## src/inc/bit_branch_pkg.sv

```systemverilog
package bit_branch_pkg;

   // bit addresses below this one live in lower internal ram
   localparam logic [7:0] SFR_BIT_BASE   = 8'h80;
   // lower ram byte that holds bit address 00h
   localparam logic [7:0] BIT_RAM_BASE   = 8'h20;
   // carry is bit 7 of the status word at sfr byte d0h
   localparam logic [7:0] CARRY_BIT_ADDR = 8'hD7;
   localparam logic       CARRY_RESET    = 1'b0;
   localparam int         PAGE_BITS      = 11;

   typedef enum logic [4:0] {
      op_and_logic_bit,
      op_and_logic_not_bit,
      op_or_logic_bit,
      op_or_logic_not_bit,
      op_transfer_bit_to_carry,
      op_transfer_carry_to_bit,
      op_clear_bit_carry,
      op_clear_bit,
      op_force_bit_high_carry,
      op_force_bit_high,
      op_invert_bit_carry,
      op_invert_bit,
      op_branch_if_carry,
      op_branch_if_no_carry,
      op_branch_if_bit_high,
      op_branch_if_bit_low,
      op_branch_and_clear_bit,
      op_short_relative_jump,
      op_long_absolute_jump,
      op_page_absolute_jump,
      op_indexed_jump,
      op_long_subroutine_call,
      op_page_subroutine_call,
      op_subroutine_exit,
      op_interrupt_service_exit,
      op_branch_acc_zero,
      op_branch_acc_nonzero,
      op_count_down_branch,
      op_compare_branch_unequal
   } op_t;

endpackage

```

## src/bit_branch_unit.sv

```systemverilog
// What this block does
// - bits 00h-7Fh lower ram, 80h-FFh sfr
// - port lines reached as sfr bits
// - carry is accumulator, also at bit address
// - and, or, not forms, copy, clear, set, invert
// - no exclusive-or bit operation
// - branch on carry or bit, set or clear
// - test-and-clear branch clears a set bit
// - every status word bit is bit addressable
// - relative target is next pc plus signed offset
// - short jump: opcode plus one offset byte
// - long jump: full 16-bit target
// - page jump replaces low 11 pc bits
// - indexed jump: data pointer plus unsigned acc
// - long call 16-bit, page call 11-bit target
// - return resumes after the calling instruction
// - interrupt exit also notifies interrupt control when irq_in_progress is set
// - zero branches test accumulator directly
// - count down, branch when result nonzero
// - compare branches only when operands differ
// - unsigned compare: carry set when first smaller
`timescale 1ns/1ps

module bit_branch_unit
   import bit_branch_pkg::*;
(
   input  wire logic                mclk,
   input  wire logic                rst_n,
   input  wire logic                start,
   input  wire bit_branch_pkg::op_t op,
   input  wire logic [7:0]          bit_addr,
   input  wire logic [7:0]          byte_addr,
   input  wire logic [7:0]          acc,
   input  wire logic [7:0]          operand_a,
   input  wire logic [7:0]          operand_b,
   input  wire logic [7:0]          rel_offset,
   input  wire logic [2:0]          page_bits,
   input  wire logic [7:0]          addr_hi,
   input  wire logic [7:0]          addr_lo,
   input  wire logic [15:0]         pc_next,
   input  wire logic [15:0]         data_pointer,
   input  wire logic [15:0]         pop_addr,
   input  wire logic                irq_in_progress,
   input  wire logic [7:0]          mem_rdata,
   output logic [7:0]               mem_addr,
   output logic                     mem_sfr,
   output logic                     mem_rd,
   output logic                     mem_wr,
   output logic [7:0]               mem_wdata,
   output logic                     carry,
   output logic                     pc_load,
   output logic [15:0]              pc_target,
   output logic                     push_req,
   output logic [15:0]              push_addr,
   output logic                     irq_done,
   output logic                     done
);
   import bit_branch_pkg::*;

   typedef enum logic [1:0] {st_idle, st_read, st_exec} state_t;

   state_t      state_reg, state_next;
   logic [7:0]  mem_addr_reg, mem_addr_next;
   logic        mem_sfr_reg, mem_sfr_next;
   logic        mem_rd_reg, mem_rd_next;
   logic        mem_wr_reg, mem_wr_next;
   logic [7:0]  mem_wdata_reg, mem_wdata_next;
   logic        carry_reg, carry_next;
   logic        pc_load_reg, pc_load_next;
   logic [15:0] pc_target_reg, pc_target_next;
   logic        push_req_reg, push_req_next;
   logic [15:0] push_addr_reg, push_addr_next;
   logic        irq_done_reg, irq_done_next;
   logic        done_reg, done_next;

   ////////////////////////////////////////////////////////////////////////
   // decode helpers

   // ops that read an addressed bit or write one
   function automatic logic uses_bit(input op_t o);
      unique case (o)
         op_and_logic_bit, op_and_logic_not_bit, op_or_logic_bit,
         op_or_logic_not_bit, op_transfer_bit_to_carry,
         op_transfer_carry_to_bit, op_clear_bit, op_force_bit_high,
         op_invert_bit, op_branch_if_bit_high, op_branch_if_bit_low,
         op_branch_and_clear_bit: uses_bit = 1'b1;
         default: uses_bit = 1'b0;
      endcase
   endfunction

   function automatic logic [7:0] bit_byte(input logic [7:0] b);
      if (b < SFR_BIT_BASE) begin
         bit_byte = BIT_RAM_BASE + {4'h0, b[6:3]};
      end else begin
         bit_byte = {b[7:3], 3'b000};
      end
   endfunction

   function automatic logic [15:0] rel_target(input logic [15:0] pc,
                                              input logic [7:0]  r);
      rel_target = pc + {{8{r[7]}}, r};
   endfunction

   logic       on_carry;
   logic [2:0] bsel;
   assign on_carry = (bit_addr == CARRY_BIT_ADDR);
   assign bsel     = bit_addr[2:0];

   ////////////////////////////////////////////////////////////////////////
   // next state and results

   logic       bitv;
   logic       nbit;
   logic       bit_wr;
   logic       take;
   logic [7:0] dec_val;

   always_comb begin
      bitv           = on_carry ? carry_reg : mem_rdata[bsel];
      nbit           = bitv;
      bit_wr         = 1'b0;
      take           = 1'b0;
      dec_val        = mem_rdata - 8'h01;
      state_next     = state_reg;
      mem_addr_next  = mem_addr_reg;
      mem_sfr_next   = mem_sfr_reg;
      mem_rd_next    = 1'b0;
      mem_wr_next    = 1'b0;
      mem_wdata_next = mem_wdata_reg;
      carry_next     = carry_reg;
      pc_load_next   = 1'b0;
      pc_target_next = pc_target_reg;
      push_req_next  = 1'b0;
      push_addr_next = push_addr_reg;
      irq_done_next  = 1'b0;
      done_next      = 1'b0;
      unique case (state_reg)
         st_idle: begin
            if (start) begin
               state_next = st_exec;
               if (uses_bit(op) && !on_carry) begin
                  state_next    = st_read;
                  mem_rd_next   = 1'b1;
                  mem_addr_next = bit_byte(bit_addr);
                  mem_sfr_next  = (bit_addr >= SFR_BIT_BASE);
               end else if (op == op_count_down_branch) begin
                  state_next    = st_read;
                  mem_rd_next   = 1'b1;
                  mem_addr_next = byte_addr;
                  mem_sfr_next  = (byte_addr >= SFR_BIT_BASE);
               end
            end
         end
         st_read: begin
            state_next = st_exec;
         end
         st_exec: begin
            state_next = st_idle;
            done_next  = 1'b1;
            unique case (op)
               op_and_logic_bit:         carry_next = carry_reg & bitv;
               op_and_logic_not_bit:     carry_next = carry_reg & ~bitv;
               op_or_logic_bit:          carry_next = carry_reg | bitv;
               op_or_logic_not_bit:      carry_next = carry_reg | ~bitv;
               op_transfer_bit_to_carry: carry_next = bitv;
               op_clear_bit_carry:       carry_next = 1'b0;
               op_force_bit_high_carry:  carry_next = 1'b1;
               op_invert_bit_carry:      carry_next = ~carry_reg;
               op_transfer_carry_to_bit: begin
                  nbit   = carry_reg;
                  bit_wr = 1'b1;
               end
               op_clear_bit: begin
                  nbit   = 1'b0;
                  bit_wr = 1'b1;
               end
               op_force_bit_high: begin
                  nbit   = 1'b1;
                  bit_wr = 1'b1;
               end
               op_invert_bit: begin
                  nbit   = ~bitv;
                  bit_wr = 1'b1;
               end
               op_branch_if_carry:    take = carry_reg;
               op_branch_if_no_carry: take = ~carry_reg;
               op_branch_if_bit_high: take = bitv;
               op_branch_if_bit_low:  take = ~bitv;
               op_branch_and_clear_bit: begin
                  take   = bitv;
                  nbit   = 1'b0;
                  bit_wr = bitv;
               end
               op_short_relative_jump: take = 1'b1;
               op_long_absolute_jump: begin
                  pc_load_next   = 1'b1;
                  pc_target_next = {addr_hi, addr_lo};
               end
               op_page_absolute_jump: begin
                  pc_load_next   = 1'b1;
                  pc_target_next = {pc_next[15:PAGE_BITS], page_bits,
                                    addr_lo};
               end
               op_indexed_jump: begin
                  pc_load_next   = 1'b1;
                  pc_target_next = data_pointer + {8'h00, acc};
               end
               op_long_subroutine_call: begin
                  pc_load_next   = 1'b1;
                  pc_target_next = {addr_hi, addr_lo};
                  push_req_next  = 1'b1;
                  push_addr_next = pc_next;
               end
               op_page_subroutine_call: begin
                  pc_load_next   = 1'b1;
                  pc_target_next = {pc_next[15:PAGE_BITS], page_bits,
                                    addr_lo};
                  push_req_next  = 1'b1;
                  push_addr_next = pc_next;
               end
               op_subroutine_exit: begin
                  pc_load_next   = 1'b1;
                  pc_target_next = pop_addr;
               end
               op_interrupt_service_exit: begin
                  pc_load_next   = 1'b1;
                  pc_target_next = pop_addr;
                  irq_done_next  = irq_in_progress;
               end
               op_branch_acc_zero:    take = (acc == 8'h00);
               op_branch_acc_nonzero: take = (acc != 8'h00);
               op_count_down_branch: begin
                  mem_wr_next    = 1'b1;
                  mem_wdata_next = dec_val;
                  take           = (dec_val != 8'h00);
               end
               op_compare_branch_unequal: begin
                  take       = (operand_a != operand_b);
                  carry_next = (operand_a < operand_b);
               end
               default: ;
            endcase
            if (bit_wr && on_carry) begin
               carry_next = nbit;
            end else if (bit_wr) begin
               mem_wr_next    = 1'b1;
               mem_wdata_next = mem_rdata;
               mem_wdata_next[bsel] = nbit;
            end
            if (take) begin
               pc_load_next   = 1'b1;
               pc_target_next = rel_target(pc_next, rel_offset);
            end
         end
      endcase
   end

   always_ff @(posedge mclk or negedge rst_n) begin
      if (!rst_n) begin
         state_reg     <= st_idle;
         mem_addr_reg  <= 8'h00;
         mem_sfr_reg   <= 1'b0;
         mem_rd_reg    <= 1'b0;
         mem_wr_reg    <= 1'b0;
         mem_wdata_reg <= 8'h00;
         carry_reg     <= CARRY_RESET;
         pc_load_reg   <= 1'b0;
         pc_target_reg <= 16'h0000;
         push_req_reg  <= 1'b0;
         push_addr_reg <= 16'h0000;
         irq_done_reg  <= 1'b0;
         done_reg      <= 1'b0;
      end else begin
         state_reg     <= state_next;
         mem_addr_reg  <= mem_addr_next;
         mem_sfr_reg   <= mem_sfr_next;
         mem_rd_reg    <= mem_rd_next;
         mem_wr_reg    <= mem_wr_next;
         mem_wdata_reg <= mem_wdata_next;
         carry_reg     <= carry_next;
         pc_load_reg   <= pc_load_next;
         pc_target_reg <= pc_target_next;
         push_req_reg  <= push_req_next;
         push_addr_reg <= push_addr_next;
         irq_done_reg  <= irq_done_next;
         done_reg      <= done_next;
      end
   end

   assign mem_addr  = mem_addr_reg;
   assign mem_sfr   = mem_sfr_reg;
   assign mem_rd    = mem_rd_reg;
   assign mem_wr    = mem_wr_reg;
   assign mem_wdata = mem_wdata_reg;
   assign carry     = carry_reg;
   assign pc_load   = pc_load_reg;
   assign pc_target = pc_target_reg;
   assign push_req  = push_req_reg;
   assign push_addr = push_addr_reg;
   assign irq_done  = irq_done_reg;
   assign done      = done_reg;

   ////////////////////////////////////////////////////////////////////////
   // checks

   bit_ram_map_a: assert property (@(posedge mclk) disable iff (!rst_n)
      state_reg == st_idle && start && uses_bit(op) && !bit_addr[7]
      |=> mem_rd_reg && !mem_sfr_reg
          && mem_addr_reg == BIT_RAM_BASE + {4'h0, $past(bit_addr[6:3])})
      else $error("lower ram bit mapped to wrong byte");

   sfr_bit_map_a: assert property (@(posedge mclk) disable iff (!rst_n)
      state_reg == st_idle && start && uses_bit(op) && bit_addr[7]
      && !on_carry
      |=> mem_rd_reg && mem_sfr_reg
          && mem_addr_reg == {$past(bit_addr[7:3]), 3'b000})
      else $error("sfr bit mapped to wrong byte");

   carry_addr_a: assert property (@(posedge mclk) disable iff (!rst_n)
      state_reg == st_idle && start && uses_bit(op) && on_carry
      |=> !mem_rd_reg ##1 !mem_wr_reg && done_reg)
      else $error("carry bit address touched memory");

   bit_merge_a: assert property (@(posedge mclk) disable iff (!rst_n)
      mem_wr_reg && op != op_count_down_branch
      |-> $countones(mem_wdata_reg ^ $past(mem_rdata)) <= 1)
      else $error("bit write disturbed other bits");

   rel_jump_a: assert property (@(posedge mclk) disable iff (!rst_n)
      done_reg && op == op_short_relative_jump
      |-> pc_load_reg
          && pc_target_reg == pc_next + {{8{rel_offset[7]}}, rel_offset})
      else $error("relative target wrong");

   page_jump_a: assert property (@(posedge mclk) disable iff (!rst_n)
      done_reg && op == op_page_absolute_jump
      |-> pc_target_reg == {pc_next[15:11], page_bits, addr_lo})
      else $error("page jump target wrong");

   index_jump_a: assert property (@(posedge mclk) disable iff (!rst_n)
      done_reg && op == op_indexed_jump
      |-> pc_target_reg == data_pointer + {8'h00, acc})
      else $error("indexed jump target wrong");

   test_clear_a: assert property (@(posedge mclk) disable iff (!rst_n)
      done_reg && op == op_branch_and_clear_bit && !on_carry
      |-> pc_load_reg == $past(mem_rdata[bsel])
          && mem_wr_reg == pc_load_reg
          && (!mem_wr_reg || !mem_wdata_reg[bsel]))
      else $error("test and clear mismatch");

   count_down_a: assert property (@(posedge mclk) disable iff (!rst_n)
      done_reg && op == op_count_down_branch
      |-> mem_wr_reg && mem_wdata_reg == $past(mem_rdata) - 8'h01
          && pc_load_reg == (mem_wdata_reg != 8'h00))
      else $error("count down result wrong");

   compare_a: assert property (@(posedge mclk) disable iff (!rst_n)
      done_reg && op == op_compare_branch_unequal
      |-> carry_reg == (operand_a < operand_b)
          && pc_load_reg == (operand_a != operand_b))
      else $error("compare carry or branch wrong");

   irq_exit_a: assert property (@(posedge mclk) disable iff (!rst_n)
      done_reg && op == op_interrupt_service_exit
      |-> pc_load_reg && pc_target_reg == pop_addr
          && irq_done_reg == $past(irq_in_progress))
      else $error("interrupt exit notice wrong");

endmodule

```

## config.mk

```make
export PLATFORM = sky130hd
export DESIGN_NAME = bit_branch_unit
export DESIGN_NICKNAME = d
export VERILOG_FILES = /design/src/inc/bit_branch_pkg.sv /design/src/bit_branch_unit.sv
export SDC_FILE = /design/constraint.sdc
export NUM_CORES = 1
export LEC_CHECK = 0
export ABC_AREA = 1
export CAP_MARGIN = 15
export CORE_MARGIN = 2
export CORE_UTILIZATION = 54
export CTS_BUF_LIST = sky130_fd_sc_hd__clkbuf_2 sky130_fd_sc_hd__clkbuf_4 sky130_fd_sc_hd__clkbuf_8
export CTS_CLUSTER_DIAMETER = 80
export DETAILED_ROUTE_END_ITERATION = 10
export DONT_BUFFER_PORTS = 1
export HOLD_SLACK_MARGIN = 0.12
export PLACE_DENSITY = 0.72
export SLEW_MARGIN = 20
export SYNTH_ARGS = -nofsm -noshare
export SYNTH_HDL_FRONTEND = slang
export SYNTH_SLANG_ARGS = --single-unit
```

## constraint.sdc

```tcl
create_clock -name mclk -period 3.63 [get_ports mclk]
set_input_delay 0.363 -clock mclk [delete_from_list [all_inputs] [get_ports mclk]]
set_output_delay 0.363 -clock mclk [all_outputs]
set_load 0.02 [all_outputs]
```

==> metrics.txt <==
status completed; DP HPWL between 10 and 15 mm; crit path max fanout 22; register area share after synthesis approximately a quarter; # IOs 188; Vias 5,744; CTS tree yes; Die Y ~110 um; nets around 1,100; power density cells 507.8 nW/um^2; DR pass1 iterations 5; vias per cell approximately 5.3; CTS Buffer Depth 2; gpl congestion 0.9655; port bufs 0; Remaining DRCs 0; Initial Util 55.43%; ant diodes 0; worst skew pair latency 0.34 ns; cts bufs inserted 9; P_leak between 3 and 4 nW; Seq cells post-synth 58; post-layout util 59.13%; largest net degree at the start of global routing 59; synthesized area 5697 sq um; DIE WIDTH 106.7 um; post-route cell area roughly 6100 sq um; Hold Vio Cnt, Final 0; total chip power 3.086 mW; CORE AREA 10,280 sq um; Num Clock Sinks 58; ys async rst share 100.0%; H-Tree Depth 3; final critical-path share of the clock period 66.93%; fin. max-slew vios 0; drt wl/cell 14.18 um; total die area 11,390 sq um; Final setup viols 0; GRT Util Overall between 20% and 30%; hold_ws 0.1396 ns; minimum clock period 2.430 ns; crit start category flip-flop; ANT nets after route 0; setup TNS 0 ns; Slew Limit Headroom approximately 59%; Layout area overhead 6.677%; cell taking the most area after synthesis nand2_1; Req. time, crit path 3.83 ns; Slew @ Worst Pin 0.6118 ns; CTS Root Cell clkbuf_8; post-synthesis cell type count 42; # rows 37; Worst VDD drop 0.0003838 V; CP Class flip-flop to flip-flop; Main synth FF type dfrtp_1; Layout fillers 1,048; FF-to-FF setup slack ~1.2 ns; Area contributors post-synth nand2_1 26%, dfrtp_1 25%, ha_1 7.9%, inv_1 6.8%, nand3_1 6.6%; Mean Syn Cell Area 6.054 sq um; initial antenna violation count 0; share of the synthesized area in the top cell type 26.36%; share of layout cells above drive strength 1 between 5 and 6%; EDFF count, synth 0; number of max-cap violations 0; area of placed instances 5773 sq um; RSZ-0062 raised after global routing no; grt ovf 0; Worst Path Arrival about 2.6 ns; clock slew at reported path FFs 0.07 ns; Post-Syn Instances 941; syn_nets 1,111; Hold WC Path Type input port to flip-flop; global-route wire length before repair 24.70 mm; Detailed Route WL about 15 mm; Peak Freq 411.6 MHz; number of global-route vias before repair 5,320; Final Skew 0.01072 ns; Crit. End Element flip-flop; Iter 0 DRT Violations 330; Ys Warns 0
-- cell usage after synthesis (5+ instances only) --
master    instances
dfrtp_1          58
nor3_1           14
o21ai_0          35
ha_1             36
xor2_1           10
inv_2             9
nand3_1          75
nand4_1          12
nor2_1           60
clkbuf_1          6
xnor2_1           6
nor2_2            7
nand2_1         400
a21oi_1          47
buf_2             6
o21bai_1          5
nand2_2           8
inv_1           103
-- worst max-delay path, stage by stage, from the launching register on --
cell and delay, ns:
dfrtp_1 0.38, inv_1 0.10, ha_1 0.48, inv_1 0.37, a21oi_1 0.24, buf_4 0.21, inv_1 0.29, nand2_1 0.15
o21ai_0 0.08
-- layer usage --
layer	track usage [%]	vias up	part of all wire [%]
met1	32.48	2537	42
li1	-	2992	-
met5	0	-	0
met4	8.720	0	2.6
met2	46.59	190	49
met3	6.930	25	7.0
-- repair_timing --
| action | CTS | global route |
|---|---|---|
| setup buffers | 0 | 0 |
| hold buffers | 6 | 0 |
| gates resized for setup | 0 | 0 |
| endpoints found under the hold margin | 62 | 0 |
-- kinds of logic after synthesis --
kind of cell    count (synthesis)  synth area share, %
simple gates                  591                43.53
buf+inv                       131                9.246
compound gates                106                10.50
flops                          58                25.48
fa+ha+maj                      38                8.610
xor+xnor                       16                2.460
mux                             1               0.1757
-- report_power, final --
group	switching (mW)	internal [mW]	total, mW
clock	0.284	0.406	0.691
sequential	0.564	0.913	1.48
combinational	0.579	0.340	0.918
-- through the flow --
stage | cells | worst slack [ns]
after CTS | 1082 | 1.212
after global routing | 1082 | 0.9380
after floorplan | 941 | 1.706
after global placement | 1060 | 1.318
after detailed placement | 1060 | 1.248
final | 1082 | 1.200
-- layout by cell type (no fill, tap or decap), drive strengths merged, types with 4 or more instances in the layout --
cell type    synthesis  layout
a21oi               50      50
nand4               13      13
clkbuf               6      10
nand2              409     409
nand3               77      77
dlygate4sd3          0       5
xor2                10      10
or2                  4       4
inv                112     113
nor2                68      68
ha                  36      36
xnor2                6       6
o21ai               37      37
nor3                14      14
dfrtp               58      58
o21bai               5       5
-- final cells by class --
class                   count  area (sq um)  area share (%)
clock inverters             6         88.84           1.462
multi-input cells         752          3719           61.19
well taps                 136         170.2           2.800
clock buffers              10         137.6           2.265
repair buffers              7         85.08           1.400
inverters                 113         425.4           7.000
flip-flops and latches     58          1451           23.88
-- path summary, 6_finish.rpt --
check,end,cells after the start,start
setup reg to reg,push_addr[11]$_DFFE_PN0P_,8,state_reg[0]$_DFFE_PN0P_
setup / recovery,push_addr[11]$_DFFE_PN0P_,8,state_reg[0]$_DFFE_PN0P_
hold / removal,push_addr[5]$_DFFE_PN0P_,2,pc_next[5]
hold reg to reg,state_reg[1]$_DFFE_PN0P_,2,state_reg[1]$_DFFE_PN0P_
min in group asynchronous,irq_done$_DFF_PN0_,2,rst_n
max in group asynchronous,push_addr[4]$_DFFE_PN0P_,2,rst_n
No activity file was read; power rests on OpenSTA's default activity.
